### src/rtl/pwr_pkg.sv
// Behaviour
// - idle entered after writing instruction completes
// - idle keeps state, peripherals stay clocked
// - enabled interrupt or reset pin ends idle
// - interrupt wake clears idle, resumes cpu
// - reset ending idle restarts at vector
// - watchdog overflow during idle forces reset
// - software disables watchdog for endless idle
// - software follows idle write with multibyte instruction
// - stop entered after writing instruction completes
// - stop silences all but missing clock detector
// - only reset exits stop, restarts at vector
// - software disables detector before long stop
// - software powers down analog before stop
// - power control at 0x87, resets zero
// - stop and idle bits read zero
// - priority register a bit layout
// - priority register b layout, resets zero
// - global enable gates every individual mask
package pwr_pkg;
	localparam logic [7:0] POWER_CONTROL_ADDR = 8'h87;
	localparam logic [7:0] EXT_IRQ_PRIORITY_A_ADDR = 8'hF6;
	localparam logic [7:0] EXT_IRQ_PRIORITY_B_ADDR = 8'hF7;
	localparam logic [7:0] POWER_CONTROL_RESET = 8'h00;
	localparam logic [7:0] EXT_IRQ_PRIORITY_A_RESET = 8'h00;
	localparam logic [7:0] EXT_IRQ_PRIORITY_B_RESET = 8'h00;
	localparam int IDLE_BIT = 0;
	localparam int STOP_BIT = 1;
	localparam logic [7:0] PRIO_MASK = 8'h7F;
	localparam int CMP2_PRIO_BIT = 6;
	localparam int CMP1_PRIO_BIT = 5;
	localparam int CMP0_PRIO_BIT = 4;
	localparam int COUNTER_ARRAY_PRIO_BIT = 3;
	localparam int ADC0_WINDOW_PRIO_BIT = 2;
	localparam int SMBUS_PRIO_BIT = 1;
	localparam int SPI_PRIO_BIT = 0;
	localparam int UART1_PRIO_BIT = 6;
	localparam int CAN_PRIO_BIT = 5;
	localparam int ADC2_EOC_PRIO_BIT = 4;
	localparam int ADC2_WINDOW_PRIO_BIT = 3;
	localparam int TIMER4_PRIO_BIT = 2;
	localparam int ADC0_EOC_PRIO_BIT = 1;
	localparam int TIMER3_PRIO_BIT = 0;
	localparam logic [7:0] READ_ZERO = 8'h00;
	localparam logic [15:0] RESET_VECTOR = 16'h0000;
	localparam int NUM_SRC = 14;
	typedef enum logic [1:0] {
		PM_RUN = 2'b00,
		PM_PEND = 2'b01,
		PM_IDLE = 2'b11,
		PM_STOP = 2'b10
	} pmode_e;
endpackage

### src/rtl/pwr_if.sv
`timescale 1ns/1ps
interface pwr_if (
	input wire logic mclk,
	input wire logic rst_n
);
	logic [7:0] sfrAddr;
	logic [7:0] sfrWdata;
	logic sfrWr;
	logic sfrRd;
	logic [7:0] sfrRdata;
	logic instrDone;
	logic [13:0] irqReq;
	logic [13:0] irqMask;
	logic globalIrqEnable;
	logic resetPinN;
	logic watchdogOverflow;
	logic clockMissing;
	logic cpuClkEn;
	logic oscRun;
	logic periphClkEn;
	logic wakeIrq;
	logic coreReset;
	logic [15:0] fetchVector;
	logic [13:0] irqHighPrio;
	modport device (
		input sfrAddr, sfrWdata, sfrWr, sfrRd, instrDone, irqReq, irqMask,
		input globalIrqEnable, resetPinN, watchdogOverflow, clockMissing,
		output sfrRdata, cpuClkEn, oscRun, periphClkEn, wakeIrq, coreReset,
		output fetchVector, irqHighPrio
	);
	modport core (
		output sfrAddr, sfrWdata, sfrWr, sfrRd, instrDone, irqReq, irqMask,
		output globalIrqEnable, resetPinN, watchdogOverflow, clockMissing,
		input sfrRdata, cpuClkEn, oscRun, periphClkEn, wakeIrq, coreReset,
		input fetchVector, irqHighPrio
	);
endinterface

### src/rtl/power_mode_ctrl.sv
// Local design decision: the address-and-strobe port.
`timescale 1ns/1ps
module power_mode_ctrl (
	// clock and reset
	input wire logic mclk,
	input wire logic rst_n,
	// link to core
	pwr_if.device bus
);
	pwr_pkg::pmode_e mode_q;
	logic [7:0] prioA_q;
	logic [7:0] prioB_q;
	logic [7:0] rdata_q;
	logic idleReq_q;
	logic stopReq_q;
	logic rpin1_q, rpin2_q, rpin3_q;
	logic pinLow_q;
	logic pinReset;
	logic anyEnabled;
	logic intReset;
	logic wrPcon;
	logic wrPrioA;
	logic wrPrioB;
	logic askStop;
	logic askIdle;
	logic powerReq;
	logic inRun;
	logic inPend;
	logic inIdle;
	logic inStop;
	// named priority fields, register a
	logic cmp2Prio;
	logic cmp1Prio;
	logic cmp0Prio;
	logic counterArrayPrio;
	logic adc0WindowPrio;
	logic smbusPrio;
	logic spiPrio;
	// named priority fields, register b
	logic uart1Prio;
	logic canPrio;
	logic adc2EocPrio;
	logic adc2WindowPrio;
	logic timer4Prio;
	logic adc0EocPrio;
	logic timer3Prio;

	// reset pin sync, three stages
	always_ff @(posedge mclk) begin
		if (!rst_n) begin
			rpin1_q <= 1'b1;
			rpin2_q <= 1'b1;
			rpin3_q <= 1'b1;
		end else begin
			rpin1_q <= bus.resetPinN;
			rpin2_q <= rpin1_q;
			rpin3_q <= rpin2_q;
		end
	end

	// pin level counts only once stages two and three agree
	always_ff @(posedge mclk) begin
		if (!rst_n) begin
			pinLow_q <= 1'b0;
		end else if (rpin2_q == rpin3_q) begin
			pinLow_q <= !rpin3_q;
		end
	end
	assign pinReset = pinLow_q;

	// mode decode
	assign inRun = mode_q == pwr_pkg::PM_RUN;
	assign inPend = mode_q == pwr_pkg::PM_PEND;
	assign inIdle = mode_q == pwr_pkg::PM_IDLE;
	assign inStop = mode_q == pwr_pkg::PM_STOP;

	// internal resets; in stop only the detector lives
	assign intReset = (bus.watchdogOverflow && !inStop)
		|| bus.clockMissing;
	assign anyEnabled = bus.globalIrqEnable && |(bus.irqReq & bus.irqMask);

	// register write decode
	assign wrPcon = bus.sfrWr && bus.sfrAddr == pwr_pkg::POWER_CONTROL_ADDR;
	assign wrPrioA = bus.sfrWr && bus.sfrAddr == pwr_pkg::EXT_IRQ_PRIORITY_A_ADDR;
	assign wrPrioB = bus.sfrWr && bus.sfrAddr == pwr_pkg::EXT_IRQ_PRIORITY_B_ADDR;

	// a written one asks for a mode, a written zero does nothing
	assign askStop = wrPcon && bus.sfrWdata[pwr_pkg::STOP_BIT];
	assign askIdle = wrPcon && bus.sfrWdata[pwr_pkg::IDLE_BIT];
	assign powerReq = askStop || askIdle;

	// requested mode, held until a reset; an interrupt wake clears the idle request
	always_ff @(posedge mclk) begin
		if (!rst_n || pinReset || intReset) begin
			idleReq_q <= 1'b0;
			stopReq_q <= 1'b0;
		end else if (inRun && powerReq) begin
			stopReq_q <= askStop;
			idleReq_q <= askIdle;
		end else if (inIdle && anyEnabled) begin
			idleReq_q <= 1'b0;
		end
	end

	// power mode sequencing
	always_ff @(posedge mclk) begin
		if (!rst_n || pinReset || intReset) begin
			mode_q <= pwr_pkg::PM_RUN;
		end else begin
			unique case (mode_q)
				pwr_pkg::PM_RUN: begin
					if (powerReq) begin
						mode_q <= pwr_pkg::PM_PEND;
					end
				end
				pwr_pkg::PM_PEND: begin
					if (bus.instrDone) begin
						if (stopReq_q) begin
							mode_q <= pwr_pkg::PM_STOP;
						end else if (idleReq_q) begin
							mode_q <= pwr_pkg::PM_IDLE;
						end else begin
							mode_q <= pwr_pkg::PM_RUN;
						end
					end
				end
				pwr_pkg::PM_IDLE: begin
					if (anyEnabled) begin
						mode_q <= pwr_pkg::PM_RUN;
					end
				end
				pwr_pkg::PM_STOP: begin
					mode_q <= pwr_pkg::PM_STOP;
				end
			endcase
		end
	end

	// priority register a, bit 7 stays zero
	always_ff @(posedge mclk) begin
		if (!rst_n) begin
			prioA_q <= pwr_pkg::EXT_IRQ_PRIORITY_A_RESET;
		end else if (wrPrioA) begin
			prioA_q <= bus.sfrWdata & pwr_pkg::PRIO_MASK;
		end
	end

	// priority register b, bit 7 stays zero
	always_ff @(posedge mclk) begin
		if (!rst_n) begin
			prioB_q <= pwr_pkg::EXT_IRQ_PRIORITY_B_RESET;
		end else if (wrPrioB) begin
			prioB_q <= bus.sfrWdata & pwr_pkg::PRIO_MASK;
		end
	end

	// field view of register a
	assign cmp2Prio = prioA_q[pwr_pkg::CMP2_PRIO_BIT];
	assign cmp1Prio = prioA_q[pwr_pkg::CMP1_PRIO_BIT];
	assign cmp0Prio = prioA_q[pwr_pkg::CMP0_PRIO_BIT];
	assign counterArrayPrio = prioA_q[pwr_pkg::COUNTER_ARRAY_PRIO_BIT];
	assign adc0WindowPrio = prioA_q[pwr_pkg::ADC0_WINDOW_PRIO_BIT];
	assign smbusPrio = prioA_q[pwr_pkg::SMBUS_PRIO_BIT];
	assign spiPrio = prioA_q[pwr_pkg::SPI_PRIO_BIT];

	// field view of register b; a one always means high
	assign uart1Prio = prioB_q[pwr_pkg::UART1_PRIO_BIT];
	assign canPrio = prioB_q[pwr_pkg::CAN_PRIO_BIT];
	assign adc2EocPrio = prioB_q[pwr_pkg::ADC2_EOC_PRIO_BIT];
	assign adc2WindowPrio = prioB_q[pwr_pkg::ADC2_WINDOW_PRIO_BIT];
	assign timer4Prio = prioB_q[pwr_pkg::TIMER4_PRIO_BIT];
	assign adc0EocPrio = prioB_q[pwr_pkg::ADC0_EOC_PRIO_BIT];
	assign timer3Prio = prioB_q[pwr_pkg::TIMER3_PRIO_BIT];

	// read data one cycle after strobe, zero otherwise
	always_ff @(posedge mclk) begin
		if (!rst_n) begin
			rdata_q <= pwr_pkg::READ_ZERO;
		end else if (bus.sfrRd) begin
			unique case (bus.sfrAddr)
				pwr_pkg::POWER_CONTROL_ADDR: rdata_q <= pwr_pkg::READ_ZERO;
				pwr_pkg::EXT_IRQ_PRIORITY_A_ADDR: rdata_q <= prioA_q;
				pwr_pkg::EXT_IRQ_PRIORITY_B_ADDR: rdata_q <= prioB_q;
				default: rdata_q <= pwr_pkg::READ_ZERO;
			endcase
		end else begin
			rdata_q <= pwr_pkg::READ_ZERO;
		end
	end

	// clock controls to core
	assign bus.cpuClkEn = inRun || inPend;
	assign bus.periphClkEn = !inStop;
	assign bus.oscRun = !inStop;
	// wake, reset and read data to core
	assign bus.wakeIrq = inIdle && anyEnabled;
	assign bus.coreReset = pinReset || intReset;
	assign bus.fetchVector = pwr_pkg::RESET_VECTOR;
	assign bus.sfrRdata = rdata_q;

	// priority levels out, register b above register a
	assign bus.irqHighPrio = {
		uart1Prio,
		canPrio,
		adc2EocPrio,
		adc2WindowPrio,
		timer4Prio,
		adc0EocPrio,
		timer3Prio,
		cmp2Prio,
		cmp1Prio,
		cmp0Prio,
		counterArrayPrio,
		adc0WindowPrio,
		smbusPrio,
		spiPrio
	};
endmodule

### src/flat_wrapper.sv
// flat-port wrapper written by rule: the top's interface ports become plain ports
module power_mode_ctrl_flat 
  (mclk, rst_n, bus_sfrAddr, bus_sfrWdata, bus_sfrWr, bus_sfrRd, bus_instrDone, bus_irqReq, bus_irqMask, bus_globalIrqEnable, bus_resetPinN, bus_watchdogOverflow, bus_clockMissing, bus_sfrRdata, bus_cpuClkEn, bus_oscRun, bus_periphClkEn, bus_wakeIrq, bus_coreReset, bus_fetchVector, bus_irqHighPrio);
  pwr_if bus_i (.mclk(mclk), .rst_n(rst_n));
  input wire logic mclk;
  input wire logic rst_n;
  input wire logic [$bits(bus_i.sfrAddr)-1:0] bus_sfrAddr;
  input wire logic [$bits(bus_i.sfrWdata)-1:0] bus_sfrWdata;
  input wire logic [$bits(bus_i.sfrWr)-1:0] bus_sfrWr;
  input wire logic [$bits(bus_i.sfrRd)-1:0] bus_sfrRd;
  input wire logic [$bits(bus_i.instrDone)-1:0] bus_instrDone;
  input wire logic [$bits(bus_i.irqReq)-1:0] bus_irqReq;
  input wire logic [$bits(bus_i.irqMask)-1:0] bus_irqMask;
  input wire logic [$bits(bus_i.globalIrqEnable)-1:0] bus_globalIrqEnable;
  input wire logic [$bits(bus_i.resetPinN)-1:0] bus_resetPinN;
  input wire logic [$bits(bus_i.watchdogOverflow)-1:0] bus_watchdogOverflow;
  input wire logic [$bits(bus_i.clockMissing)-1:0] bus_clockMissing;
  output wire logic [$bits(bus_i.sfrRdata)-1:0] bus_sfrRdata;
  output wire logic [$bits(bus_i.cpuClkEn)-1:0] bus_cpuClkEn;
  output wire logic [$bits(bus_i.oscRun)-1:0] bus_oscRun;
  output wire logic [$bits(bus_i.periphClkEn)-1:0] bus_periphClkEn;
  output wire logic [$bits(bus_i.wakeIrq)-1:0] bus_wakeIrq;
  output wire logic [$bits(bus_i.coreReset)-1:0] bus_coreReset;
  output wire logic [$bits(bus_i.fetchVector)-1:0] bus_fetchVector;
  output wire logic [$bits(bus_i.irqHighPrio)-1:0] bus_irqHighPrio;
  assign bus_i.sfrAddr = bus_sfrAddr;
  assign bus_i.sfrWdata = bus_sfrWdata;
  assign bus_i.sfrWr = bus_sfrWr;
  assign bus_i.sfrRd = bus_sfrRd;
  assign bus_i.instrDone = bus_instrDone;
  assign bus_i.irqReq = bus_irqReq;
  assign bus_i.irqMask = bus_irqMask;
  assign bus_i.globalIrqEnable = bus_globalIrqEnable;
  assign bus_i.resetPinN = bus_resetPinN;
  assign bus_i.watchdogOverflow = bus_watchdogOverflow;
  assign bus_i.clockMissing = bus_clockMissing;
  assign bus_sfrRdata = bus_i.sfrRdata;
  assign bus_cpuClkEn = bus_i.cpuClkEn;
  assign bus_oscRun = bus_i.oscRun;
  assign bus_periphClkEn = bus_i.periphClkEn;
  assign bus_wakeIrq = bus_i.wakeIrq;
  assign bus_coreReset = bus_i.coreReset;
  assign bus_fetchVector = bus_i.fetchVector;
  assign bus_irqHighPrio = bus_i.irqHighPrio;
  power_mode_ctrl u_core (.mclk(mclk), .rst_n(rst_n), .bus(bus_i));
endmodule
### config.mk
export PLATFORM = sky130hd
export DESIGN_NAME = power_mode_ctrl_flat
export DESIGN_NICKNAME = d
export VERILOG_FILES = /design/src/rtl/pwr_pkg.sv /design/src/rtl/pwr_if.sv /design/src/rtl/power_mode_ctrl.sv /design/src/flat_wrapper.sv
export SDC_FILE = /design/constraint.sdc
export NUM_CORES = 1
export LEC_CHECK = 0
export BUFFER_PORTS_ARGS = -buffer_cell sky130_fd_sc_hd__buf_4
export CAP_MARGIN = 20
export CORE_ASPECT_RATIO = 1.25
export CORE_UTILIZATION = 44
export CTS_CLUSTER_SIZE = 28
export DETAILED_ROUTE_END_ITERATION = 8
export PLACE_DENSITY = 0.84
export SETUP_SLACK_MARGIN = 0.05
export SYNTH_ARGS = -nofsm -noshare
export SYNTH_HDL_FRONTEND = slang
export SYNTH_SLANG_ARGS = --single-unit
export TNS_END_PERCENT = 10
### constraint.sdc
create_clock -name mclk -period 4.4 [get_ports mclk]
set_clock_uncertainty 0.2 [all_clocks]
set_input_delay 0 -clock mclk [delete_from_list [all_inputs] [get_ports mclk]]
set_output_delay 0 -clock mclk [all_outputs]
set_load 0.01 [all_outputs]
==> results_dict.tcl <==
set metrics [dict create \
    run_status "finished clean" \
    crit_required_ns 4.46 \
    clock_path_buffers 2 \
    cts_buffers 5 \
    initial_core_util 0.4714 \
    drive_above_1_share 0.3566 \
    fin_setup_tns_ns 0 \
    layout_setup_ws_ns 1.379 \
    drv_slew 0 \
    drv_cap 0 \
    vias 1395 \
    clock_latency_ns 0.31 \
    synth_area_per_cell_um2 9.405 \
    ys_top_cells_by_area "dfxtp_1 41%, mux2i_1 10%, buf_4 9.6%" \
    htreeDepth 2 \
    dieWidth_um 52.48 \
    synth_seq_cells 29 \
    hp-class "in2reg" \
    max_slew.worst_pin.slew_ns 0.8978 \
    antenna_found_initial 0 \
    fmax_mhz 331.0 \
    crit_type "in2reg" \
    critical_path.top_delay_family "buffers and inverters" \
    cp_num_cells 9 \
    yosys.area.top_type "dfxtp_1" \
    final_nets 310 \
    antenna_cells 0 \
    syn_inst 149 \
    syn_area_um2 1401 \
    relSlewSlack 0.3969 \
    cts_hold_buffers 29 \
    core_area_um2 2973 \
    start_kind "input port" \
    rsz0062_at_grt "false" \
    synth.distinct_cells 29 \
    cts_tree "yes" \
    wl_um 3903 \
    vias_per_cell 4.745 \
    synth_seq_area_share 0.4143 \
    synth_top_area_share 0.4143 \
    gp_congestion 0.7424 \
    die_area_um2 3416 \
    worstPathArrival_ns 3.08 \
    postCtsSetupBuffers 0 \
    crit_chain "dlygate4sd3_1, buf_4, or3_1, dlygate4sd3_1, nor3_2, nand4_1, dlygate4sd3_1, o31ai_1, dlygate4sd3_1" \
    synth_warnings 0 \
    path_buf_inv 5 \
    ioPinCount 96 \
    p_leak_nw 1.017 \
    fp.dieH_um 65.10 \
    place_hpwl_um 2535 \
    grt.overflow.total 0 \
    grt_max_degree 21 \
    period_needed_ns 3.021 \
    hold_depth 5 \
    ir_worst_vdd_mv 0.1924 \
    reg2reg_depth 7 \
    power.density_nw_per_um2 231.3 \
    dr.pass1.iters 4 \
    cts.clk_slew.worst_paths_ns 0.10 \
    portBuffers 77 \
    path_max_fanout 4 \
    grt_pass1_wl_um 6065 \
    grt_pass1_vias 1341 \
    areaGrowthSynthToFinish_pct 63.48 \
    cp-end-kind "register" \
    setup_violations 0 \
    cpMostUsedCell "dlygate4sd3_1" \
    timing.final.crit_share 0.6866 \
    cts_sinks 29 \
    dp_slack_ns 2.586 \
    wl_per_cell_um 13.28 \
    drt-initial-drc-count 29 \
    ant_nets 0 \
    slowest_stage "dlygate4sd3_1" \
    whs_ns 0.03890 \
    rows 22 \
    root_buffer "clkbuf_4" \
    critPathMaxStageDelay_ns 0.58 \
    grt_usage 0.2369 \
    drc_errors 0 \
    finalHoldViolCount 0 \
    cts_resized 0 \
]
==> path summary, 6_finish.rpt <==
check | slack, ns | from | end
worst max-delay path | 1.38 | bus_sfrAddr[6] | u_core.idleReq_q
worst min-delay path | 0.04 | bus_sfrAddr[3] | u_core.bus.sfrRdata[5]
worst max register to register | 1.66 | u_core.mode_q[0] | u_core.idleReq_q
worst min register to register | 0.21 | u_core.rpin1_q | u_core.rpin2_q
==> sequential cells by signal, indices dropped and copies added (netlist names), named ones only <==
signal               flops
u_core.bus.sfrRdata      7
u_core.prioA_q           7
u_core.prioB_q           7
u_core.idleReq_q         1
u_core.mode_q            1
u_core.pinLow_q          1
u_core.rpin1_q           1
u_core.rpin2_q           1
u_core.rpin3_q           1
u_core.stopReq_q         1
==> layout by cell type (no fill, tap or decap), types with 2 or more instances in the layout <==
master,n
dlygate4sd3_1,29
nand2_1,9
o31ai_1,2
nor3_4,2
buf_4,77
inv_1,3
nor2b_1,17
dfxtp_1,29
a21oi_1,3
mux2i_1,14
nand3_1,3
clkbuf_4,5
nor3_1,2
nor2_1,13
clkbuf_8,2
a22oi_1,14
conb_1,17
nand2b_1,4
==> cell families after synthesis <==
kind of cell           Yosys count  synth area share
AO/OA/AOI/OAI                   23            0.1196
buffers and inverters           24            0.1179
flip-flops                      29            0.4143
multiplexers                    14            0.1000
other                            1          0.002676
AND/OR/NAND/NOR                 58            0.2455
==> tightest hold or removal path: cells and delay by family <==
family	cells	cell delay [ns]
and+or+nand+nor	3	0.29
AOI/OAI and AO/OA	1	0.14
buffers and inverters	1	0.08
==> where the power goes <==
group          switching (mW)  total, mW  internal (mW)
logic                  0.0298     0.0788         0.0491
registers            0.000615      0.264          0.264
clock network          0.0943      0.187         0.0926
total                   0.125      0.530          0.405
==> cell usage after synthesis (all sizes together) <==
library cell and instances:
a211oi 1, a21oi 3, a22oi 14, and2 2, and3 1, buf 19
clkbuf 2, conb 1, dfxtp 29, inv 3, mux2i 14, nand2 9
nand2b 4, nand3 3, nand4 1, nand4b 1, nor2 13, nor2b 17
nor3 5, o21ai 1, o221a 1, o311ai 1, o31ai 2, or2 1
or3 1
==> per-stage QoR <==
| step | total power [mW] | util | std cells | instance area [µm²] |
|---|---|---|---|---|
| 2_1_floorplan | 0.3039 | - | 165 | 1461 |
| 3_3_place_gp | 0.3328 | 0.6494 | 257 | 1931 |
| 3_5_place_dp | 0.3341 | 0.6494 | 257 | 1931 |
| 4_1_cts | 0.5299 | 0.7706 | 294 | 2291 |
| 5_1_grt | 0.5526 | 0.7706 | 294 | 2291 |
| 6_report | 0.5299 | 0.7706 | 294 | 2291 |
==> cell type report <==
| cell class | instances | area [µm²] |
|---|---|---|
| clock inverter | 1 | 5.005 |
| multi-input combinational | 112 | 715.7 |
| inverter | 3 | 11.26 |
| timing repair buffer | 106 | 868.3 |
| sequential | 29 | 580.6 |
| fill | 221 | 681.9 |
| tap | 36 | 45.04 |
| clock buffer | 7 | 65.06 |
==> metal layers <==
layer	track usage	up-vias	part of all wire
li1	-	701	-
met1	0.2884	643	0.39
met2	0.4019	47	0.55
met3	0.05093	4	0.050
met4	0.08224	0	0.012
met5	0	-	0
Note: power is estimated with default switching activity, not from simulation.
